--- config.mk ---
export PLATFORM = sky130hd
export DESIGN_NAME = sld_driver
export DESIGN_NICKNAME = d
export VERILOG_FILES = /design/src/core/sld_pkg.sv /design/src/core/sld_driver.sv /design/src/core/sld_frame_gen.sv
export VERILOG_INCLUDE_DIRS = /design/src /design/src/core
export SDC_FILE = /design/constraint.sdc
export NUM_CORES = 1
export LEC_CHECK = 0
export BUFFER_PORTS_ARGS = -buffer_cell sky130_fd_sc_hd__clkbuf_2
export CORE_UTILIZATION = 47
export CTS_BUF_LIST = sky130_fd_sc_hd__clkbuf_4
export DETAILED_ROUTE_END_ITERATION = 7
export GPL_TIMING_DRIVEN = 0
export PLACE_DENSITY = 0.67
export SLEW_MARGIN = 20
export SYNTH_ARGS = -nofsm -noshare
export SYNTH_HDL_FRONTEND = slang
export SYNTH_SLANG_ARGS = --single-unit
--- constraint.sdc ---
create_clock -name CLK -period 2.28 [get_ports CLK]
set_input_delay 0.228 -clock CLK [delete_from_list [all_inputs] [get_ports CLK]]
set_output_delay 0.228 -clock CLK [all_outputs]
set_load 0.02 [all_outputs]
--- src/core/sld_cfg.svh ---
// Constants for the serial LCD segment driver: sizes, counts and timing.
// Assumes a 100 MHz system clock; included by every design file that needs it.
`ifndef SLD_CFG_SVH
`define SLD_CFG_SVH

// ****************************************************************
// Display geometry
// ****************************************************************
`define SLD_SEG_COUNT      40
`define SLD_COM_COUNT      4
`define SLD_LATCH_BITS     160
`define SLD_BITS_DUTY_3    120
`define SLD_CMD_BITS       8
`define SLD_BIT_CNT_W      8

// ****************************************************************
// Frame timing
// ****************************************************************
`define SLD_FRAME_DIV      24
`define SLD_STEPS_DUTY_3   8
`define SLD_STEPS_DUTY_4   6
`define SLD_CLK_PERIOD_NS  10
`define SLD_RC_PERIOD_NS   100000
`define SLD_RC_HALF_CYCLES (`SLD_RC_PERIOD_NS / `SLD_CLK_PERIOD_NS / 2)

`endif

--- src/core/sld_pkg.sv ---
// Types shared by the serial LCD segment driver files.
// Assumes sld_cfg.svh is on the include path.
`include "sld_cfg.svh"

package sld_pkg;

  // Multiplex duty selected by the duty pin.
  typedef enum logic {SLD_DUTY_QUARTER, SLD_DUTY_THIRD} sld_duty_e;

  // Index of the active common row.
  typedef logic [1:0] sld_phase_t;

endpackage

--- src/core/sld_driver.sv ---
// Serial LCD segment driver top: serial shift-in, display latch, clock source and drive.
// Assumes all pins other than RST_N are asynchronous to CLK and are synchronised here.
//
// Overview of operation
// - Serial data is captured into the shift register on each shift clock rise.
// - A high bit lights its segment, a low bit turns it off.
// - A load pulse latches display data or takes the bits as a command.
// - Frame rate equals the selected oscillator frequency divided by 24.
// - Source select low uses internal oscillator; high takes external clock, internal off.
// - Duty pin high selects 1/3 duty, low selects 1/4 duty.
// - Holding reset low initialises all internal state.
// - In 1/3 duty only the first three commons are driven.
// - In 1/4 duty all four commons are driven, one per frame quarter.
// - Forty segment outputs address 160 positions at 1/4, 120 at 1/3.
`include "sld_cfg.svh"
`timescale 1ns/1ps
`default_nettype none

module sld_driver #(
  parameter int SEG_COUNT       = `SLD_SEG_COUNT,
  parameter int RC_HALF_CYCLES  = `SLD_RC_HALF_CYCLES
) (
  // Clock and reset.
  input  wire logic                 CLK,
  input  wire logic                 RST_N,
  // Serial link from the host.
  input  wire logic                 SER_DATA,
  input  wire logic                 SHIFT_CLK,
  input  wire logic                 LOAD,
  // Mode straps.
  input  wire logic                 CLOCK_SOURCE_SELECT,
  input  wire logic                 DUTY_SELECT,
  input  wire logic                 TEST,
  // Oscillator pin.
  input  wire logic                 RC_OSC_PIN_IN,
  output logic                      RC_OSC_PIN_OUT,
  output logic                      RC_OSC_PIN_OE,
  // Display drive.
  output logic [3:0]                COMMON_OUT,
  output logic [SEG_COUNT-1:0]      SEGMENT_OUTPUTS,
  output logic                      FRAME_POL,
  output logic [`SLD_CMD_BITS-1:0]  COMMAND
);

  // ****************************************************************
  // Elaboration checks
  // ****************************************************************

  // The latch layout is fixed to forty columns and needs a non-zero oscillator.
  if (SEG_COUNT != `SLD_SEG_COUNT || RC_HALF_CYCLES < 1) begin : g_bad_param
    $error("sld_driver: unsupported parameter values");
  end

  localparam int LATCH_BITS = SEG_COUNT * `SLD_COM_COUNT;

  // ****************************************************************
  // Pin synchronisers
  // ****************************************************************

  logic [5:0] sync_a;
  logic [5:0] sync_b;
  logic       sclk_prev;
  logic       load_prev;
  logic       osc_prev;

  // Two flops per pin; the first stage feeds only the second.
  always_ff @(posedge CLK) begin
    if (!RST_N) begin
      sync_a <= 6'h00;
      sync_b <= 6'h00;
    end else begin
      sync_a <= {TEST, RC_OSC_PIN_IN, DUTY_SELECT, CLOCK_SOURCE_SELECT, LOAD, SHIFT_CLK};
      sync_b <= sync_a;
    end
  end

  wire sclk_s    = sync_b[0];
  wire load_s    = sync_b[1];
  wire ext_sel   = sync_b[2];
  wire duty_s    = sync_b[3];
  wire osc_pin_s = sync_b[4];
  wire test_s    = sync_b[5]; // Held low by the system; not used by the logic.

  // Edge history of the synchronised pins.
  always_ff @(posedge CLK) begin
    if (!RST_N) begin
      sclk_prev <= 1'b0;
      load_prev <= 1'b0;
      osc_prev  <= 1'b0;
    end else begin
      sclk_prev <= sclk_s;
      load_prev <= load_s;
      osc_prev  <= osc_pin_s;
    end
  end

  wire sclk_rise = sclk_s & ~sclk_prev;
  wire load_rise = load_s & ~load_prev;

  logic [1:0] data_sync;

  // Serial data passes two flops before the shift register reads it.
  always_ff @(posedge CLK) begin
    if (!RST_N) begin
      data_sync <= 2'h0;
    end else begin
      data_sync <= {data_sync[0], SER_DATA};
    end
  end

  wire ser_data_s = data_sync[1];

  // ****************************************************************
  // Serial shift register and display latch
  // ****************************************************************

  logic [LATCH_BITS-1:0]      shift_reg;
  logic [LATCH_BITS-1:0]      latch;
  logic [`SLD_BIT_CNT_W-1:0]  bit_cnt;

  // A load after exactly a command's worth of bits is a command write.
  wire is_command = (bit_cnt == `SLD_BIT_CNT_W'(`SLD_CMD_BITS));
  wire cnt_full   = (bit_cnt == {`SLD_BIT_CNT_W{1'b1}});

  // Shift on each shift clock rise; count bits since the last load.
  always_ff @(posedge CLK) begin
    if (!RST_N) begin
      shift_reg <= '0;
      bit_cnt   <= '0;
    end else if (sclk_rise) begin
      shift_reg <= {shift_reg[LATCH_BITS-2:0], ser_data_s};
      if (!cnt_full) begin
        bit_cnt <= bit_cnt + `SLD_BIT_CNT_W'(1);
      end
    end else if (load_rise) begin
      bit_cnt <= '0;
    end
  end

  // Latch and command update only on a load pulse.
  always_ff @(posedge CLK) begin
    if (!RST_N) begin
      latch   <= '0;
      COMMAND <= '0;
    end else if (load_rise) begin
      if (is_command) begin
        COMMAND <= shift_reg[`SLD_CMD_BITS-1:0];
      end else begin
        latch <= shift_reg;
      end
    end
  end

  // ****************************************************************
  // Oscillator source
  // ****************************************************************

  logic [$clog2(RC_HALF_CYCLES+1)-1:0] rc_cnt;
  logic                                rc_level;

  wire rc_wrap = (rc_cnt == ($bits(rc_cnt))'(RC_HALF_CYCLES - 1));

  // Internal RC model runs only while the internal source is selected.
  always_ff @(posedge CLK) begin
    if (!RST_N || ext_sel) begin
      rc_cnt   <= '0;
      rc_level <= 1'b0;
    end else if (rc_wrap) begin
      rc_cnt   <= '0;
      rc_level <= ~rc_level;
    end else begin
      rc_cnt <= rc_cnt + ($bits(rc_cnt))'(1);
    end
  end

  // External clock rises are ticks when selected, else internal rises.
  wire ext_tick = ext_sel & osc_pin_s & ~osc_prev;
  wire int_tick = ~ext_sel & rc_wrap & ~rc_level;
  wire osc_tick = ext_tick | int_tick;

  // Pin is driven only by the internal oscillator.
  assign RC_OSC_PIN_OUT = rc_level;
  assign RC_OSC_PIN_OE  = ~ext_sel;

  // ****************************************************************
  // Frame sequencing and drive
  // ****************************************************************

  sld_pkg::sld_duty_e duty;
  logic [1:0]         phase;
  logic               pol;

  // High on the duty pin selects third duty.
  assign duty = duty_s ? sld_pkg::SLD_DUTY_THIRD : sld_pkg::SLD_DUTY_QUARTER;

  sld_frame_gen u_frame (
    .clk       (CLK),
    .rst_n     (RST_N),
    .osc_tick  (osc_tick),
    .duty      (duty),
    .phase     (phase),
    .frame_pol (pol)
  );

  // Row r of the latch holds columns for common r.
  logic [SEG_COUNT-1:0] row [`SLD_COM_COUNT];
  for (genvar r = 0; r < `SLD_COM_COUNT; r++) begin : g_row
    assign row[r] = latch[r*SEG_COUNT +: SEG_COUNT];
  end

  wire             third   = (duty == sld_pkg::SLD_DUTY_THIRD);
  wire       [3:0] com_hot = 4'h1 << phase;
  wire       [3:0] com_sel = third ? (com_hot & 4'h7) : com_hot;

  // Registered drive of commons and the selected row of segments.
  always_ff @(posedge CLK) begin
    if (!RST_N) begin
      COMMON_OUT      <= 4'h0;
      SEGMENT_OUTPUTS <= '0;
      FRAME_POL       <= 1'b0;
    end else begin
      COMMON_OUT      <= com_sel;
      SEGMENT_OUTPUTS <= row[phase]; // High bit lights the segment.
      FRAME_POL       <= pol;
    end
  end

endmodule
`default_nettype wire

--- src/core/sld_frame_gen.sv ---
// Frame sequencer: turns oscillator ticks into common phases and frame polarity.
// Assumes osc_tick is a one-cycle pulse on clk, one per oscillator period.
`include "sld_cfg.svh"
`timescale 1ns/1ps
`default_nettype none

module sld_frame_gen (
  // Clock and reset.
  input  wire logic              clk,
  input  wire logic              rst_n,
  // Timing inputs.
  input  wire logic              osc_tick,
  input  wire sld_pkg::sld_duty_e duty,
  // Sequence outputs.
  output logic [1:0]             phase,
  output logic                   frame_pol
);

  // ****************************************************************
  // Step and phase counting
  // ****************************************************************

  logic [3:0] step;

  // A frame is 24 ticks split evenly over the active commons.
  wire        third      = (duty == sld_pkg::SLD_DUTY_THIRD);
  wire  [3:0] step_last  = third ? 4'(`SLD_STEPS_DUTY_3 - 1) : 4'(`SLD_STEPS_DUTY_4 - 1);
  wire  [1:0] phase_last = third ? 2'h2 : 2'h3;
  wire        step_end   = (step >= step_last);
  wire        phase_end  = (phase >= phase_last);

  // Advance on each tick; a duty change mid-frame is clamped by the compares.
  always_ff @(posedge clk) begin
    if (!rst_n) begin
      step      <= 4'h0;
      phase     <= 2'h0;
      frame_pol <= 1'b0;
    end else if (osc_tick) begin
      if (step_end) begin
        step <= 4'h0;
        if (phase_end) begin
          phase     <= 2'h0;
          frame_pol <= ~frame_pol; // Frame rate is oscillator over 24.
        end else begin
          phase <= phase + 2'h1;
        end
      end else begin
        step <= step + 4'h1;
      end
    end
  end

endmodule
`default_nettype wire

# Word-level counts from Yosys, hierarchy flattened
# Index checks and enable logic that the tools add are counted.
# totals
reg_bits	417
in_bits	9
output_inout_bits	55
elab_cells	68
# classes
add_sub_neg	4
magnitude_cmp	3
n_eq_ne	4
shift	1
mux	11
bitwise	16
reduce_logical	10
# op_table
operator	count
40-bit binary-select mux with 2-bit select	1
40-bit 2-to-1 mux	2
8-bit 2-to-1 mux	3
13-bit by 1-bit adder with 13-bit output (second input constant)	1
13-bit equality test (second input constant)	1
8-bit by 1-bit adder with 8-bit output (second input constant)	1
8-bit by 4-bit equality test with 1-bit output (second input constant)	1
8-bit equality test (second input constant)	1
1-bit inverter	8
2-bit AND reduction	4
1-bit AND	6
4-bit by 1-bit adder with 4-bit output (second input constant)	1
4-bit >= comparator	1
2-bit 2-to-1 mux	2
4-bit 2-to-1 mux	1
2-bit OR reduction	2
1-bit by 2-bit << shifter with 4-bit output (first input constant)	1
3-bit >= comparator (second input constant)	1
2-bit inverter with 3-bit output	1
3-bit AND reduction	1
2-bit by 1-bit adder with 2-bit output (second input constant)	1
2-bit >= comparator	1
1-bit 2-to-1 mux	2
2-bit inequality test (second input constant)	1
other kinds (4)	4

# Logic depth before layout (Yosys ltp)
# Gate-level depths: netlist of run 1.
# depth
depth_word	5
ltp_mapped	9
mapped_depth_nobuf	6

# Hierarchy
# From an unflattened synthesis of run 1, not the netlist that was laid out.
# hier_totals
hier_cells	1810
hier_area_um2	14823.0
# by_module_without_submodules
module	instances	cells_per_inst	area_each_um2	seq_area_each_um2
sld_driver	1	1766	14421.3	8207.9
sld_frame_gen	1	44	401.6	140.1

# Worst setup path before layout of run 1
# OpenSTA, ideal clock, no wires.
# synth_path
path_kind	register to register
start	reg bit_cnt[0]
end	reg latch[149]
arrival_ps	1579
required_ps	2210
setup_slack_ps	631
stages_incl_launch_ff	9
path_buffers	2
path_cell_list	dfxtp_1 -> inv_1 -> ha_1 -> nor4b_4 -> a21boi_2 -> buf_2 -> clkbuf_1 -> nand2_1 -> a21oi_1
# synth_via
elab_chain_cells	3
# synth_lines
element	line_no	rtl
from (decl)	sld_driver.sv:119	logic [`SLD_BIT_CNT_W-1:0] bit_cnt;
from (signal assigned)	sld_driver.sv:133	bit_cnt <= bit_cnt + `SLD_BIT_CNT_W'(1);
8-bit by 4-bit equality test with 1-bit output	sld_driver.sv:122	wire is_command = (bit_cnt == `SLD_BIT_CNT_W'(`SLD_CMD_BITS));
1-bit inverter (no line)	--	
2-bit AND reduction (no line)	--	
to (signal assigned)	sld_driver.sv:149	latch <= shift_reg;
to (decl)	sld_driver.sv:118	logic [LATCH_BITS-1:0] latch;
# No other way between the ends.
# A chain may end at the register's enable or synchronous reset.

# Final worst setup path of run 1
# layout_path
start	reg u_frame.phase[1]
end	reg SEGMENT_OUTPUTS[8]
# layout_via
elab_chain_cells	4
# layout_lines
element	line_no	rtl
from (decl)	sld_frame_gen.sv:15	output logic [1:0] phase,
from (signal assigned)	sld_frame_gen.sv:45	phase <= phase + 2'h1;
2-bit inverter with 3-bit output (implied by the code)	sld_driver.sv:223	SEGMENT_OUTPUTS <= row[phase];
40-bit binary-select mux with 2-bit select	sld_driver.sv:223	
40-bit 2-to-1 mux (implied by the code) (2 in series)	sld_driver.sv:223	
to (signal assigned)	sld_driver.sv:223	
to (decl)	sld_driver.sv:40	output logic [SEG_COUNT-1:0] SEGMENT_OUTPUTS,
# No other way between the ends. The select of a mux whose other input is x is not followed.

==> results.yml, run 1 <==
sta:
  slew_headroom_pct: 41.9
  setup_violations: 0
  tns_ns: 0
  hold_violations: 0
  worst_pin_slew_ns: 0.872
  slew_violations: 0
  period_minus_slack_ns: 2.12
  rsz0062_at_grt: "no"
  skew_ns: 0.0516
  whs_ns: 0.247
  layout_setup_ws_ns: 0.158
  post-route-period-util_pct: 93.1
  fmax_mhz: 471
worst_setup_path:
  cp_data_arrival_time_ns: 2.77
  path_cells: "nand2_1, nor2_1, clkbuf_1, a22o_1, a221o_1"
  cp-start-kind: "flop"
  worst-setup-path-type: "flop to flop"
  critPathMaxFanout: 10
  critPathRequiredTime_ns: 2.93
  slowest_stage: "clkbuf_1"
  cpPeakStageDelay_ns: 0.57
  cp-end-kind: "flop"
  rr_worst_depth: 5
routing:
  wl_met2_um: 17100
  route.met3.wl_um: 2070
  drc: 3
  routed-via-count: 12500
  dr.pass1.iters: 8
  top_layer_used: "met4"
  m1WireLength_um: 17200
  viasPerCell: 5.23
  drtIter0Drc: 787
  wire_per_inst_um: 15.6
  antenna_left: 0
  drt_wl_total_um: 37400
clock_network:
  cts_buffers: 103
  cts_tree: "yes"
  postCtsSetupBuffers: 0
  cts.path.max_buffers: 3
  path_clk_slew_ns: 0.07
  clock_sinks: 417
  cts_root_buf: "clkbuf_4"
  cts.htree.levels: 3
  insertion_delay_ns: 0.74
logic_synthesis:
  synth_xor_area_share_pct: 0.709
  synthDistinctLibCells: 49
  synth_edf_count: 0
  synthMuxAreaShare_pct: 0.607
  ys_ff_latch: 417
  synth_fp_nets: 1787
  synthArstFlopShare_pct: 0
  postSynthCellCount: 1772
  synthAdderAreaFrac_pct: 0.506
  yosys.area_share.simple_pct: 20.1
  syn-cell-area_um2: 14800
  synth_ff_type: "dfxtp_1"
  seq_area_frac_synth_pct: 56.3
  synth_compound_area_share_pct: 17.6
  synth_top_family_by_area: "simple AND/OR/NAND/NOR gates"
  syn_avg_cell_area_um2: 8.37
  synth_warnings: 0
finish:
  area_growth_pct: 14.0
  finish.utilization_pct: 54.9
  fin_cells: 2400
  finalNetCount: 1960
  drive_gt1_share_pct: 13.5
floorplan:
  die_w_um: 180
  start_util_pct: 48.1
  core-area_um2: 30800
  io_pins: 64
  dieHeight_um: 180
  dieArea_um2: 32300
  row_count: 64
grt:
  grt_pass1_wl_um: 60900
  antenna_found_initial: 1
  grt_use_total_pct: 23.5
  grt_pass1_vias: 12200
  grt_max_degree: 15
  grt.overflow.total: 0
placed_design:
  routabilityCongestion: 0.844
  dp_slack_ns: -0.152
  portBuffers: 61
  place_inst: 2229
  dpl.hpwl_um: 26400
power:
  p_leak_uw: 0.00593
  powerDensity_nw_per_um2: 798
  ir_drop_uv: 325
job:
  cap_violations: 0
hold_path:
  whs_path_depth: 3
  hold_class: "input port to flop"
run_status:
  status: "finished, violations left"
  violations: "DRC"
[cell usage in the layout, fill, tap and decap left out, types with 3 or more instances in the layout]
master           n
a211o_1          4
a21o_1           3
a21oi_1        329
a221o_1         40
a22o_1          40
a311oi_1         3
and2_1          16
buf_1            7
buf_2           31
buf_4           10
clkbuf_1        74
clkbuf_2        68
clkbuf_4       150
clkinv_1        10
clkinvlp_4       4
dfxtp_1        417
dlygate4sd3_1    7
ha_1             6
inv_1           12
mux2i_1          9
nand2_1        656
nand3_1         21
nand4_1          3
nor2_1          30
nor3_1           4
nor4_1           4
o21ai_0          5
xnor2_1          9
xor2_1           3
[logic make-up (layout without fill, tap and decap cells)]
logic type               count (synthesis)  in the layout
AND/OR/NAND/NOR                        748            748
other                                    0              1
buffers and inverters                  143            374
flip-flops                             417            417
multiplexers                             9              9
adder cells (fa/ha/maj)                  6              6
XOR/XNOR                                12             12
AO/OA/AOI/OAI                          437            437
[routing by layer]
layer | global-route usage [%] | vias to the layer above
met1 | 31.3 | 5801
li1 | - | 6310
met2 | 37.9 | 349
met4 | 9.97 | 0
met5 | 0 | -
met3 | 3.71 | 80
[Yosys cell counts (all sizes together), types with 4 or more instances]
master | count | share of area, %
a211o | 4 | 0.24
a21oi | 329 | 11
a221o | 40 | 2.7
a22o | 40 | 2.4
and2 | 16 | 0.67
buf | 49 | 1.8
clkbuf | 81 | 2.0
dfxtp | 417 | 56
ha | 6 | 0.51
inv | 12 | 0.30
mux2i | 9 | 0.61
nand2 | 656 | 17
nand3 | 21 | 0.71
nor2 | 30 | 0.76
nor3 | 6 | 0.27
nor4 | 4 | 0.17
o21ai | 5 | 0.17
xnor2 | 9 | 0.53
[through the flow]
stage               cell area (µm²)  total power [µW]
floorplan                     14800              7730
global placement              15600              7870
detailed placement            15600              7880
CTS                           16900             13600
global route                  16900             14100
finish                        16900             13500
[worst paths after layout]
check,start,endpoint,slack [ns]
max,u_frame.phase[1]$_SDFFE_PN0P_,SEGMENT_OUTPUTS[8]$_SDFF_PN0_,0.16
min,LOAD,sync_a[1]$_SDFF_PN0_,0.25
max reg2reg,u_frame.phase[1]$_SDFFE_PN0P_,SEGMENT_OUTPUTS[8]$_SDFF_PN0_,0.16
min reg2reg,data_sync[0]$_SDFF_PN0_,data_sync[1]$_SDFF_PN0_,0.41
[what timing repair did]
| item | in CTS | in global routing |
|---|---|---|
| endpoints found under the hold margin | 14 | 0 |
| setup endpoints to repair | 96 | 53 |
| hold buffers | 7 | 0 |
| gates resized for setup | 4 | 7 |
[power breakdown]
group          leakage [µW]  internal, µW  switching (µW)
Clock              0.000705          2960            2810
Combinational       0.00186          83.6             330
Sequential          0.00336          7300            10.6
Total               0.00593         10300            3150
[worst max-delay path: cells and delay by family (launching register included)]
family | cells | cell delay, ns
AO/OA/AOI/OAI | 2 | 0.41
AND/OR/NAND/NOR | 2 | 0.60
buffers and inverters | 1 | 0.57
flip-flops | 1 | 0.43
[area by class of cell]
cell class | count | area, µm²
Fill cell | 2953 | 13900
Sequential cell | 417 | 8350
Multi-Input combinational cell | 1212 | 5870
Clock buffer | 150 | 1130
Buffer | 130 | 581
Tap cell | 396 | 495
Timing Repair Buffer | 68 | 375
Clock inverter | 13 | 63.8
Inverter | 13 | 48.8
Antenna cell | 1 | 2.50
Note: power is estimated with default switching activity, not from simulation.
==> run 2, diff against run 1 <==
--- a/config.mk
+++ b/config.mk
@@ -6,13 +6,16 @@
 export SDC_FILE = /design/constraint.sdc
 export NUM_CORES = 1
 export LEC_CHECK = 0
+export ABC_AREA = 1
 export BUFFER_PORTS_ARGS = -buffer_cell sky130_fd_sc_hd__clkbuf_2
 export CORE_UTILIZATION = 47
 export CTS_BUF_LIST = sky130_fd_sc_hd__clkbuf_4
 export DETAILED_ROUTE_END_ITERATION = 7
 export GPL_TIMING_DRIVEN = 0
-export PLACE_DENSITY = 0.67
+export HOLD_SLACK_MARGIN = 0.02
+export PLACE_DENSITY = 0.66
 export SLEW_MARGIN = 20
 export SYNTH_ARGS = -nofsm -noshare
 export SYNTH_HDL_FRONTEND = slang
+export SYNTH_HIERARCHICAL = 1
 export SYNTH_SLANG_ARGS = --single-unit
==> run 2 against run 1 <==
Against the previous run: the run now ends clean; clock skew decreased by 0.0036 ns; largest power group unchanged; largest cell class unchanged; non-clock buffer count is 18 higher; final cell count grew 19%; first-iteration DRC count grew 34%.
==> results.yml, run 2 <==
run_status:
  status: "finished clean"
logic_synthesis:
  synthDistinctLibCells: 27
  synth_ff_type: "dfxtp_1"
  synth_top_area_share_pct: 52.3
  seq_area_frac_synth_pct: 52.3
  yosys.area.top_type: "dfxtp_1"
  synthArstFlopShare_pct: 0
  ys_ff_latch: 417
  postSynthCellCount: 2143
  synth_warnings: 6
  yosys-top-cells-count: "417 x dfxtp_1, 360 x nor2_1, 358 x nand2_1"
  syn_avg_cell_area_um2: 7.44
  syn-cell-area_um2: 15900
  yosysMostFrequentCell: "dfxtp_1"
  synth_edf_count: 0
  synthTopCellsByArea: "dfxtp_1 52%, nor2_1 8.5%, nand2_1 8.4%, nand3_1 6.8%, a21oi_1 6.0%"
  synth_fp_nets: 2158
clock_network:
  insertion_delay_ns: 0.80
  path_clk_slew_ns: 0.07
  cts_tree: "yes"
  cts_buffers: 106
  clock_sinks: 417
  cts.path.max_buffers: 3
  postCtsSetupBuffers: 0
  cts.htree.levels: 3
  cts_root_buf: "clkbuf_4"
worst_setup_path:
  rr_worst_depth: 7
  endpoint: "latch[130]$_SDFFE_PN0P_"
  cpPeakStageDelay_ns: 0.55
  reg2reg_from: "sync_b[1]$_SDFF_PN0_"
  cpMostUsedCell: "nor2_1"
  crit_family: "buffers and inverters"
  worst-setup-path-type: "flop to flop"
  worst_r2r_endpoint: "latch[130]$_SDFFE_PN0P_"
  cp-start-kind: "flop"
  crit_cells: 7
  crit_start: "sync_b[1]$_SDFF_PN0_"
  slowest_stage: "nor2_1"
  reg2reg_slack_ns: 0.16
  path_cells: "inv_1, nor2_1, clkbuf_2, buf_2, nand3_1, nand2_1, nor2_1"
  critPathMaxFanout: 10
  crit_buf_inv: 3
  critPathRequiredTime_ns: 2.93
  cp_data_arrival_time_ns: 2.77
  cp-end-kind: "flop"
power:
  p_switching_uw: 3860
  ir_drop_uv: 465
  p_comb_share_pct: 6.8
  intPower_uw: 11200
  powerDensity_nw_per_um2: 826
  switching_share_pct: 25.7
  p_clk_share_pct: 41.4
  p_leak_uw: 0.00766
  power_frac_seq_pct: 51.8
placed_design:
  dpl.hpwl_um: 32000
  routabilityCongestion: 0.944
  place_inst: 2653
  portBuffers: 62
  dp_slack_ns: -0.0614
routing:
  routed-via-count: 14600
  drc: 0
  dr.pass1.iters: 6
  wire_per_inst_um: 15.4
  drtIter0Drc: 1056
  viasPerCell: 5.11
  drt_wl_total_um: 43900
  antenna_left: 0
sta:
  slew_headroom_pct: 31.8
  setup_violations: 0
  layout_setup_ws_ns: 0.159
  whs_ns: 0.158
  period_minus_slack_ns: 2.12
  fmax_mhz: 471
  tns_ns: 0
  post-route-period-util_pct: 93.0
  skew_ns: 0.0480
  rsz0062_at_grt: "no"
  slew_violations: 0
  worst_pin_slew_ns: 1.02
  hold_violations: 0
grt:
  grt.overflow.total: 0
  grt_pass1_vias: 13600
  grt_use_total_pct: 25.8
  grt_pass1_wl_um: 68500
  antenna_found_initial: 3
  grt_max_degree: 15
finish:
  num-fill-cells: 3267
  multi_input_area_um2: 6100
  regArea_um2: 8350
  finalNetCount: 2335
  area_growth_pct: 14.3
  layout_common_cells: "417 x dfxtp_1, 360 x nor2_1, 358 x nand2_1"
  drive_gt1_share_pct: 11.7
  fin_cells: 2850
  final_common_cell: "dfxtp_1"
floorplan:
  io_pins: 64
  start_util_pct: 47.7
  core-area_um2: 33400
  die_w_um: 186
  row_count: 67
  dieArea_um2: 34700
  dieHeight_um: 186
hold_path:
  hold_class: "input port to flop"
job:
  cap_violations: 0
run 2: power by group through the flow:
stage,combinational (µW),sequential (µW),clock [µW]
final,1020,7790,6240
after global routing,1170,7820,6760
after CTS,1020,7790,6370
after detailed placement,1000,7940,0
after global placement,984,7940,0
after floorplan,712,7900,0
run 2: cell families after synthesis:
group	after synthesis	synth area share [%]
AND/OR/NAND/NOR	963	24.9
flip-flops	417	52.3
AO/OA/AOI/OAI	389	12.7
buffers and inverters	365	9.39
adder cells (fa/ha/maj)	6	0.471
XOR/XNOR	3	0.165
run 2: worst register-to-register path: cells and delay by family (launching register included):
family / cells / cell delay, ns
buffers and inverters: 3 / 0.84
AND/OR/NAND/NOR: 4 / 0.80
flip-flops: 1 / 0.33
run 2: how the worst min path moves through the flow:
stage                         start                       to  slack (ns)  cells after the start
2_1_floorplan              SER_DATA  data_sync[0]$_SDFF_PN0_        0.33                      2
3_3_place_gp   sync_a[4]$_SDFF_PN0_     sync_b[4]$_SDFF_PN0_        0.40                      2
3_5_place_dp   sync_a[2]$_SDFF_PN0_     sync_b[2]$_SDFF_PN0_        0.40                      2
4_1_cts                 DUTY_SELECT     sync_a[3]$_SDFF_PN0_         0.1                      4
5_1_grt         CLOCK_SOURCE_SELECT     sync_a[2]$_SDFF_PN0_        0.12                      4
6_report        CLOCK_SOURCE_SELECT     sync_a[2]$_SDFF_PN0_        0.16                      4
run 2: metrics by stage:
step / instance area (µm²) / util (%) / power, µW
3_3_place_gp: 16800 / 50.3 / 8920
2_1_floorplan: 15900 / - / 8610
4_1_cts: 18200 / 54.5 / 15200
5_1_grt: 18200 / 54.5 / 15700
3_5_place_dp: 16800 / 50.3 / 8950
6_report: 18200 / 54.5 / 15100
run 2: routing by layer:
metal	part of all wire, %	GRT usage, %	vias up
met5	0	0	-
met4	3.5	12.5	0
met3	7.7	6.41	112
met2	45	40.9	468
met1	44	32.7	6708
li1	-	-	7268
run 2: layout make-up:
class	count	share of cell area (%)
Sequential cell	417	45.8
Clock inverter	30	0.817
Antenna cell	3	0.0412
Tap cell	448	3.08
Timing Repair Buffer	69	2.09
Inverter	218	4.49
Multi-Input combinational cell	1361	33.5
Clock buffer	157	6.47
Buffer	147	3.74
run 2: timing repair:
item,in CTS,in global routing
hold buffers,7,0
endpoints found under the hold margin,14,0
gates resized for setup,1,3
setup endpoints to repair,97,100
